## config.mk

```make
export PLATFORM = sky130hd
export DESIGN_NAME = vps_video_shifter
export DESIGN_NICKNAME = d
export VERILOG_FILES = /design/src/rtl/vps_pkg.sv /design/src/rtl/vps_fifo.sv /design/src/rtl/vps_video_shifter.sv
export VERILOG_INCLUDE_DIRS = /design/src /design/src/rtl
export SDC_FILE = /design/constraint.sdc
export NUM_CORES = 1
export LEC_CHECK = 0
export ABC_AREA = 1
export BUFFER_PORTS_ARGS = -buffer_cell sky130_fd_sc_hd__buf_4
export CAP_MARGIN = 0
export CORE_ASPECT_RATIO = 0.5
export CORE_MARGIN = 2
export CORE_UTILIZATION = 56
export DETAILED_ROUTE_END_ITERATION = 6
export HOLD_SLACK_MARGIN = 0.05
export PLACE_DENSITY = 0.84
export RECOVER_POWER = 50
export SLEW_MARGIN = 20
export SYNTH_ARGS = -nofsm -noshare
export SYNTH_HDL_FRONTEND = slang
export SYNTH_SLANG_ARGS = --single-unit
```

## constraint.sdc

```tcl
create_clock -name clk_i -period 3.5 [get_ports clk_i]
set_clock_uncertainty 0.05 [all_clocks]
set_input_delay 0.175 -clock clk_i [delete_from_list [all_inputs] [get_ports clk_i]]
set_output_delay 0.175 -clock clk_i [all_outputs]
set_load 0.02 [all_outputs]
```

## src/rtl/vps_regs.svh

```systemverilog
// Purpose: Register map, field positions, reset values and sizes
// Assumes: Byte addresses on a 32-bit Avalon-MM slave
// Notes:   Definitions only
`ifndef VPS_REGS_SVH
`define VPS_REGS_SVH

// Register byte offsets (address bits [3:0])
`define VPS_OFF_CTRL    4'h0
`define VPS_OFF_STATUS  4'h4
`define VPS_OFF_SHIFT   4'h8

// Control register fields
`define VPS_CTRL_RUN    0
`define VPS_CTRL_PRST   1
`define VPS_CTRL_RUN_RST 1'b1

// Status register fields
`define VPS_ST_CNT_LSB  0
`define VPS_ST_OVR      3
`define VPS_ST_MODE_LSB 4
`define VPS_ST_LVL_LSB  8
`define VPS_ST_PEND     16

// Sizes
`define VPS_WORD_W      16
`define VPS_MID_BIT     8
`define VPS_STAGE_DEPTH 3'd4
`define VPS_BUF_DEPTH   32
`define VPS_BUF_LVL_W   6
`define VPS_BUS_ZERO    32'h0000_0000

`endif

```

## src/rtl/vps_pkg.sv

```systemverilog
// Purpose: Types shared by the video shifter and its testbench
// Assumes: vps_regs.svh supplies the sizes
// Notes:   Mode decode is shared, so it lives here as a function
`include "vps_regs.svh"
package vps_pkg;

  typedef enum logic [1:0] {
    VPS_MODE_LATCH,
    VPS_MODE_FLOP,
    VPS_MODE_FIFO
  } vps_mode_t;

  // Control pins as one bundle
  typedef struct packed {
    logic mode_sel_bit1;
    logic mode_sel_bit0;
    logic freeze;
    logic force_out;
    logic force_level;
    logic load_en;
  } vps_ctl_t;

  // Every asynchronous pin, synchronised together
  typedef struct packed {
    logic                   wr_strobe;
    logic [`VPS_WORD_W-1:0] wr_data;
    vps_ctl_t               ctl;
    logic                   load;
    logic                   pix;
    logic                   ser_in;
  } vps_pins_t;

  function automatic vps_mode_t vps_decode_mode(input logic m1,
                                                input logic m0);
    if (m0)
      return VPS_MODE_LATCH;
    else if (m1)
      return VPS_MODE_FIFO;
    else
      return VPS_MODE_FLOP;
  endfunction

endpackage

```

## src/rtl/vps_fifo.sv

```systemverilog
// Purpose: Word buffer with valid/ready on both sides
// Assumes: Single clock, synchronous active-high reset
// Notes:   DEPTH must be a power of two
`timescale 1ns/1ns
module vps_fifo #(
  parameter int WIDTH = 16,
  parameter int DEPTH = 32
) (
  // Clock and reset
  input  wire logic                     clk_i,
  input  wire logic                     srst_i,
  // Fill side
  input  wire logic                     in_valid_i,
  output logic                          in_ready_o,
  input  wire logic [WIDTH-1:0]         in_data_i,
  // Drain side
  output logic                          out_valid_o,
  input  wire logic                     out_ready_i,
  output logic [WIDTH-1:0]              out_data_o,
  // Fill level
  output logic [$clog2(DEPTH):0]        level_o
);
  localparam int AW = $clog2(DEPTH);

  logic [AW:0]      wp;
  logic [AW:0]      rp;
  logic [AW:0]      next_wp;
  logic [AW:0]      next_rp;
  logic [WIDTH-1:0] mem [DEPTH];
  logic             push;
  logic             pop;

  assign level_o     = wp - rp;
  assign in_ready_o  = level_o != (AW + 1)'(DEPTH);
  assign out_valid_o = level_o != '0;
  assign out_data_o  = mem[rp[AW-1:0]];
  assign push        = in_valid_i & in_ready_o;
  assign pop         = out_valid_o & out_ready_i;

  always_comb begin
    next_wp = push ? wp + 1'b1 : wp;
    next_rp = pop ? rp + 1'b1 : rp;
  end

  always_ff @(posedge clk_i) begin
    if (srst_i) begin
      wp <= '0;
      rp <= '0;
    end else begin
      wp <= next_wp;
      rp <= next_rp;
    end
  end

  // Storage needs no reset; only pointers gate what is visible
  always_ff @(posedge clk_i) begin
    if (push)
      mem[wp[AW-1:0]] <= in_data_i;
  end

endmodule // vps_fifo

```

## src/rtl/vps_video_shifter.sv

```systemverilog
// Purpose: Sixteen-bit video shifter with latch/flop/FIFO input stage
// Assumes: 25 MHz clk_i; all pins but the Avalon slave asynchronous, synchronised twice
// Notes:   Pixel clock is sampled, so it must run well below clk_i/2
// What this block does
// - Sixteen-bit shifter fed by a configurable stage
// - Three stage modes chosen by two pins
// - Words enter through the write strobe, or in latch mode while it is low
// - Load strobe moves held word into shifter
// - Pixel clock rising edges shift one bit
// - Freeze stops shifting and holds the output
// - Force holds output bit at given level
// - Disabled load-enable ignores load strobes
// - Second serial output taps bit eight
// - Bit0 high latch; both low flop; else FIFO
// - First pixel edge after load strobe loads
// - Bit zero leaves first, bit fifteen last
// - Pointers clear at reset, mode bit 1 fall while load is high, or control PRST write
`timescale 1ns/1ns
`include "vps_regs.svh"
module vps_video_shifter
  import vps_pkg::*;
(
  // Clock and reset
  input  wire logic                   clk_i,
  input  wire logic                   srst_i,
  // Avalon-MM slave
  input  wire logic [3:0]             avs_address_i,
  input  wire logic                   avs_read_i,
  input  wire logic                   avs_write_i,
  input  wire logic [31:0]            avs_writedata_i,
  input  wire logic [3:0]             avs_byteenable_i,
  output logic [31:0]                 avs_readdata_o,
  output logic                        avs_waitrequest_o,
  // Word writer pins
  input  wire logic                   wr_strobe_i,
  input  wire logic [`VPS_WORD_W-1:0] wr_data_i,
  output logic                        wr_ready_o,
  // Control pins and strobes
  input  wire vps_pkg::vps_ctl_t      ctl_i,
  input  wire logic                   load_strobe_i,
  input  wire logic                   pix_clk_i,
  input  wire logic                   ser_in_i,
  // Serial outputs
  output logic                        ser_out_o,
  output logic                        mid_tap_output_o
);
  import vps_pkg::*;

  localparam int W = `VPS_WORD_W;

  vps_pins_t              pins;
  vps_pins_t              s1;
  vps_pins_t              s2;
  vps_pins_t              sp;
  vps_mode_t              mode;
  logic                   pix_rise;
  logic                   load_rise;
  logic                   wr_rise;
  logic                   m1_fall;
  logic                   shift_ev;
  logic                   ld;
  logic                   pend;
  logic                   next_pend;
  logic [W-1:0]           shreg;
  logic [W-1:0]           next_shreg;
  logic                   next_out;
  logic                   next_mid;
  logic [W-1:0]           held;
  logic [W-1:0]           latch_q;
  logic [W-1:0]           next_latch;
  logic [W-1:0]           flop_q;
  logic [W-1:0]           next_flop;
  logic [W-1:0]           stage [4];
  logic [1:0]             wptr;
  logic [1:0]             rptr;
  logic [2:0]             cnt;
  logic [1:0]             next_wptr;
  logic [1:0]             next_rptr;
  logic [2:0]             next_cnt;
  logic                   stg_ready;
  logic                   stg_wr;
  logic                   fifo_wr;
  logic                   fifo_ld;
  logic                   prst;
  logic                   buf_valid;
  logic [W-1:0]           buf_data;
  logic [`VPS_BUF_LVL_W-1:0] buf_lvl;
  logic                   run;
  logic                   next_run;
  logic                   prst_req;
  logic                   next_prst_req;
  logic                   ovr;
  logic                   next_ovr;
  logic                   ack;
  logic                   next_ack;
  logic [31:0]            rdata;
  logic [31:0]            next_rdata;
  logic                   do_wr;

  // Pin synchroniser; only s2 and later are read by logic
  assign pins = '{wr_strobe: wr_strobe_i, wr_data: wr_data_i, ctl: ctl_i,
                  load: load_strobe_i, pix: pix_clk_i, ser_in: ser_in_i};

  always_ff @(posedge clk_i) begin
    if (srst_i) begin
      s1 <= '0;
      s2 <= '0;
      sp <= '0;
    end else begin
      s1 <= pins;
      s2 <= s1;
      sp <= s2;
    end
  end

  assign pix_rise  = s2.pix & ~sp.pix;
  assign load_rise = s2.load & ~sp.load;
  assign wr_rise   = s2.wr_strobe & ~sp.wr_strobe;
  assign m1_fall   = ~s2.ctl.mode_sel_bit1 & sp.ctl.mode_sel_bit1;
  assign mode      = vps_decode_mode(s2.ctl.mode_sel_bit1,
                                     s2.ctl.mode_sel_bit0);

  // Buffer between the writer pins and the input stage
  vps_fifo #(
    .WIDTH (W),
    .DEPTH (`VPS_BUF_DEPTH)
  ) u_buf (
    .clk_i       (clk_i),
    .srst_i      (srst_i),
    .in_valid_i  (wr_rise),
    .in_ready_o  (wr_ready_o),
    .in_data_i   (s2.wr_data),
    .out_valid_o (buf_valid),
    .out_ready_i (stg_ready),
    .out_data_o  (buf_data),
    .level_o     (buf_lvl)
  );

  // Input stage; a full four-word stage stalls the buffer, not the writer
  assign stg_ready = (mode != VPS_MODE_FIFO) ||
                     (cnt < `VPS_STAGE_DEPTH);
  assign stg_wr    = buf_valid & stg_ready;
  assign fifo_wr   = stg_wr & (mode == VPS_MODE_FIFO);
  assign fifo_ld   = ld & (mode == VPS_MODE_FIFO) & (cnt != 3'd0);
  assign prst      = (m1_fall & s2.load) | prst_req;

  always_comb begin
    next_latch = latch_q;
    if (mode == VPS_MODE_LATCH && !s2.wr_strobe)
      next_latch = s2.wr_data;
    next_flop = stg_wr ? buf_data : flop_q;
    next_wptr = wptr;
    next_rptr = rptr;
    next_cnt  = cnt;
    if (prst) begin
      next_wptr = 2'd0;
      next_rptr = 2'd0;
      next_cnt  = 3'd0;
    end else begin
      if (fifo_wr)
        next_wptr = wptr + 2'd1;
      if (fifo_ld)
        next_rptr = rptr + 2'd1;
      next_cnt = cnt + {2'd0, fifo_wr} - {2'd0, fifo_ld};
    end
  end

  always_ff @(posedge clk_i) begin
    if (srst_i) begin
      latch_q <= '0;
      flop_q  <= '0;
      wptr    <= 2'd0;
      rptr    <= 2'd0;
      cnt     <= 3'd0;
    end else begin
      latch_q <= next_latch;
      flop_q  <= next_flop;
      wptr    <= next_wptr;
      rptr    <= next_rptr;
      cnt     <= next_cnt;
    end
  end

  always_ff @(posedge clk_i) begin
    if (fifo_wr && !prst)
      stage[wptr] <= buf_data;
  end

  always_comb begin
    unique case (mode)
      VPS_MODE_LATCH: held = latch_q;
      VPS_MODE_FLOP:  held = flop_q;
      VPS_MODE_FIFO:  held = stage[rptr];
      default:        held = flop_q;
    endcase
  end

  // Load request waits for the next pixel edge; freeze defers it
  assign shift_ev = pix_rise & run & ~s2.ctl.freeze;
  assign ld       = shift_ev & pend;

  always_comb begin
    next_pend = pend;
    if (ld)
      next_pend = 1'b0;
    if (load_rise)
      next_pend = 1'b1;
    if (!s2.ctl.load_en)
      next_pend = 1'b0;
  end

  // Shifter: bit 0 is the output end, serial input enters at the top
  always_comb begin
    next_shreg = shreg;
    next_out   = ser_out_o;
    next_mid   = mid_tap_output_o;
    if (shift_ev) begin
      if (ld)
        next_shreg = held;
      else
        next_shreg = {s2.ser_in, shreg[W-1:1]};
      next_out = s2.ctl.force_out ? s2.ctl.force_level
                                  : next_shreg[0];
      next_mid = s2.ctl.force_out ? s2.ctl.force_level
                                  : next_shreg[`VPS_MID_BIT];
    end
  end

  always_ff @(posedge clk_i) begin
    if (srst_i) begin
      pend             <= 1'b0;
      shreg            <= '0;
      ser_out_o        <= 1'b0;
      mid_tap_output_o <= 1'b0;
    end else begin
      pend             <= next_pend;
      shreg            <= next_shreg;
      ser_out_o        <= next_out;
      mid_tap_output_o <= next_mid;
    end
  end

  // Avalon slave: every access answers one cycle after it appears
  assign avs_waitrequest_o = (avs_read_i | avs_write_i) & ~ack;
  assign avs_readdata_o    = rdata;
  assign do_wr             = avs_write_i & ack;

  always_comb begin
    next_ack      = (avs_read_i | avs_write_i) & ~ack;
    next_rdata    = rdata;
    next_run      = run;
    next_prst_req = 1'b0;
    next_ovr      = ovr;
    if (avs_read_i && !ack) begin
      next_rdata = `VPS_BUS_ZERO;
      unique case (avs_address_i)
        `VPS_OFF_CTRL:
          next_rdata[`VPS_CTRL_RUN] = run;
        `VPS_OFF_STATUS: begin
          next_rdata[`VPS_ST_CNT_LSB +: 3] = cnt;
          next_rdata[`VPS_ST_OVR] = ovr;
          next_rdata[`VPS_ST_MODE_LSB +: 2] = mode;
          next_rdata[`VPS_ST_LVL_LSB +: `VPS_BUF_LVL_W] = buf_lvl;
          next_rdata[`VPS_ST_PEND] = pend;
        end
        `VPS_OFF_SHIFT:
          next_rdata[W-1:0] = shreg;
        default:
          next_rdata = `VPS_BUS_ZERO;
      endcase
    end
    if (do_wr && avs_byteenable_i[0]) begin
      if (avs_address_i == `VPS_OFF_CTRL) begin
        next_run      = avs_writedata_i[`VPS_CTRL_RUN];
        next_prst_req = avs_writedata_i[`VPS_CTRL_PRST];
      end
      if (avs_address_i == `VPS_OFF_STATUS &&
          avs_writedata_i[`VPS_ST_OVR])
        next_ovr = 1'b0;
    end
    // A dropped word in the same cycle as the clear still counts
    if (wr_rise && !wr_ready_o)
      next_ovr = 1'b1;
  end

  always_ff @(posedge clk_i) begin
    if (srst_i) begin
      ack     <= 1'b0;
      rdata   <= `VPS_BUS_ZERO;
      run     <= `VPS_CTRL_RUN_RST;
      prst_req <= 1'b0;
      ovr     <= 1'b0;
    end else begin
      ack     <= next_ack;
      rdata   <= next_rdata;
      run     <= next_run;
      prst_req <= next_prst_req;
      ovr     <= next_ovr;
    end
  end
endmodule // vps_video_shifter

```

==> impl_metrics.csv <==
group,metric,value,unit
power_and_ir_drop,pwr-share-seq,0.506,
min_path,hold_path.class,"in2reg",
synthesis,synth_seq_area_share,0.690,
synthesis,yosys_warnings,0,
critical_path,rr_worst_depth,19,
synthesis,yosysMostFrequentCell,"nand2_1",
min_path,hold_depth,4,
critical_path,cp.arrival,3.79,ns
synthesis,synth_ff_type,"edfxtp_1",
routing,wl_per_cell,20.5,microns
place,place_ws,0.215,ns
power_and_ir_drop,p_leak,12.6,nW
synthesis,synthTopCellsByArea,"edfxtp_1 59%, nand2_1 11%, dfxtp_1 10%",
sta,slew_violations,630,
clock_network,cts_setup_buffers,0,
sta,post-route-period-util,0.938,
clock_network,clock_latency,0.63,ns
power_and_ir_drop,total_power,19.2,mW
clock_network,htree_levels,2,
power_and_ir_drop,p_int,13.9,mW
clock_network,clk_pin_slew_worst_paths,0.07,ns
critical_path,start_kind,"register",
final_layout,area_growth,12.0,%
clock_network,cts_root_buf,"clkbuf_16",
final_layout,fin_nets,2976,
floorplanning,dieArea,54700,sq um
critical_path,ff2ff_setup_slack,0.22,ns
job,maxCapViolCount,17,
sta,worst_slack,0.219,ns
floorplanning,die_w,329,microns
place,gp_congestion,0.924,
min_path,min-delay-start,"srst_i",
grt,grt_pass1_wl,113000,microns
final_layout,diodes,0,
grt,grtUsageTotal,0.269,
floorplanning,core,52000,sq um
synthesis,syn_inst,2806,
synthesis,ys_types,35,
synthesis,ys_seq_elements,730,
floorplanning,die_y,166,microns
routing,routed_wl,74600,microns
clock_network,cts_buffers,59,
routing,drc,1,
routing,firstDrtPassIters,7,
routing,drt-initial-drc-count,3144,
sta,setup_viol,0,
power_and_ir_drop,p_per_area,581,nW/um^2
floorplanning,pin_count,106,
grt,grt_antenna_before_repair,0,
status,failed_checks,"design-rule violations, max-capacitance violations, max-slew violations",
routing,post_drt_via_cell_ratio,5.83,
synthesis,synth_edf_count,576,
place,dp.cells,3488,
synthesis,synthArstFlopShare,0,
grt,grt_pass1_vias,20100,
routing,ant_nets,0,
sta,relSlewSlack,-0.469,
min_path,min_to,"avs_readdata_o[5]",
clock_network,cts_tree,"done",
power_and_ir_drop,p_sw,5.37,mW
sta,timing.setup.tns,0,ns
final_layout,stdcell_count,3636,
critical_path,worstReg2RegEnd,"cnt[2]",
power_and_ir_drop,p_sw_frac,0.279,
critical_path,end_kind,"register",
place,hpwlAfterDp,43700,microns
clock_network,clockBufferDepth,3,
synthesis,syn_area_per_cell,10.5,sq um
floorplanning,rows,59,
critical_path,r2r_start,"u_buf.wp[0]",
critical_path,cp_max_fo,4,
critical_path,path_class,"reg2reg",
synthesis,synth_area_leader_cell,"edfxtp_1",
synthesis,syn-cell-area,29500,sq um
power_and_ir_drop,pwr-share-comb,0.153,
final_layout,drive_above_1_share,0.0814,
sta,worst_pin_slew,2.20,ns
synthesis,synth_top_area_frac,0.586,
floorplanning,initial_core_util,0.568,
grt,grt_start_max_net_pins,132,
place,port_buffers,58,
sta,max_freq,305,MHz
power_and_ir_drop,clkPwrFrac,0.341,
critical_path,worstPathRequired,4.01,ns
final_layout,fillers,3734,
sta,hold_viol,0,
grt,overflow,0,
synthesis,ys_top_cells_by_count,"866 x nand2_1, 576 x edfxtp_1, 421 x nand3_1",
status,status,"complete, but fails checks",
power_and_ir_drop,peakVddDrop,0.455,mV
clock_network,clock-sinks,730,
routing,vias,21200,
sta,fin_crit,3.28,ns
## worst max path at each step
stage | cells past startpoint | slack (ns) | to | startpoint
3_3_place_gp | 19 | 0.28 | cnt[2] | u_buf.wp[0]
5_1_grt | 19 | -0.01 | cnt[2] | u_buf.wp[0]
4_1_cts | 19 | 0.15 | cnt[2] | u_buf.wp[0]
3_5_place_dp | 19 | 0.21 | cnt[2] | u_buf.wp[0]
2_1_floorplan | 15 | -0.04 | u_buf.mem[16][0] | u_buf.wp[0]
6_report | 19 | 0.22 | cnt[2] | u_buf.wp[0]
## power groups by stage
| stage | clock [mW] | sequential, mW | combinational [mW] |
|---|---|---|---|
| 2_1_floorplan | 0 | 9.85 | 1.87 |
| 3_3_place_gp | 0 | 9.90 | 2.73 |
| 3_5_place_dp | 0 | 9.91 | 2.81 |
| 4_1_cts | 6.55 | 9.72 | 2.87 |
| 5_1_grt | 6.91 | 9.73 | 3.20 |
| 6_report | 6.55 | 9.73 | 2.94 |
## timing repair
item,4_1_cts,5_1_grt
hold endpoints to repair,34,0
resized for setup,0,3
setup endpoints to repair,0,1
hold buffers,40,0
## registers in the layout, summed over array words and instances, names as in the netlist, 2 cells and up, named ones only
signal,cells
avs_readdata_o,17
cnt,3
flop_q,16
latch_q,16
rptr,2
s1,26
s2,26
shreg,16
sp,4
stage,64
u_buf.mem,512
u_buf.rp,6
u_buf.wp,6
wptr,2
## cell type report
cell class | count | area (sq um) | share of cell area
Sequential cell | 730 | 20400 | 0.616
Multi-Input combinational cell | 1767 | 7970 | 0.241
Clock buffer | 73 | 1550 | 0.0468
Timing Repair Buffer | 177 | 1400 | 0.0422
Tap cell | 701 | 877 | 0.0265
Inverter | 153 | 582 | 0.0176
Clock inverter | 35 | 323 | 0.00976
## metal layers
metal  track usage  wire length [microns]
met1         0.378                  28900
met2         0.425                  34000
met3        0.0456                   8550
met4         0.103                   3120
met5             0                      0
## cells by family (layout without fill, tap and decap cells)
logic type	after synthesis	after routing	share of synthesized area
XOR/XNOR	8	8	0.00237
adder cells (fa/ha/maj)	18	18	0.00813
flip-flops	730	730	0.690
AO/OA/AOI/OAI	183	183	0.0344
AND/OR/NAND/NOR	1543	1543	0.217
other	1	15	0.000127
buffers and inverters	323	438	0.0476
## metrics by stage
| step | cell area, sq um | utilization | hold slack (ns) |
|---|---|---|---|
| 2_1_floorplan | 29600 | - | 0.232 |
| 3_3_place_gp | 30900 | 0.594 | 0.326 |
| 5_1_grt | 33100 | 0.636 | 0.253 |
| 4_1_cts | 33200 | 0.638 | 0.162 |
| 6_report | 33100 | 0.636 | 0.208 |
| 3_5_place_dp | 30900 | 0.594 | 0.333 |
## layout by cell type, fill, tap and decap left out, types with 5 or more instances in the layout
cell	Yosys	routed
dlygate4sd3_1	0	40
a221oi_1	6	6
o22ai_1	15	15
bufinv_16	0	5
conb_1	1	15
clkbuf_16	0	59
buf_4	28	100
clkinv_1	6	21
nor2_1	206	205
o21ai_0	85	85
buf_12	0	6
nand2_1	866	866
ha_1	16	16
nand4_1	7	7
o21a_1	8	8
xor2_1	7	7
nand3_1	421	420
o221ai_1	8	8
inv_1	144	143
edfxtp_1	576	576
a21oi_1	56	56
dfxtp_1	154	152
nor3_2	1	32
clkbuf_1	69	39
clkinv_2	0	11
## worst max-delay path, cell delays in order (launching register included)
cell	delay, ns
dfxtp_1	0.31
inv_1	0.11
ha_1	0.16
inv_1	0.06
fa_1	0.43
nand2_1	0.09
clkinv_1	0.07
nor2_2	0.11
nor2_1	0.06
nand3_1	0.12
nor2_4	0.06
nand2_2	0.08
nand3_2	0.11
ha_1	0.33
inv_1	0.06
ha_1	0.13
inv_1	0.06
fa_1	0.40
or2_2	0.30
a21oi_1	0.12
No activity file was read; power rests on OpenSTA's default activity.
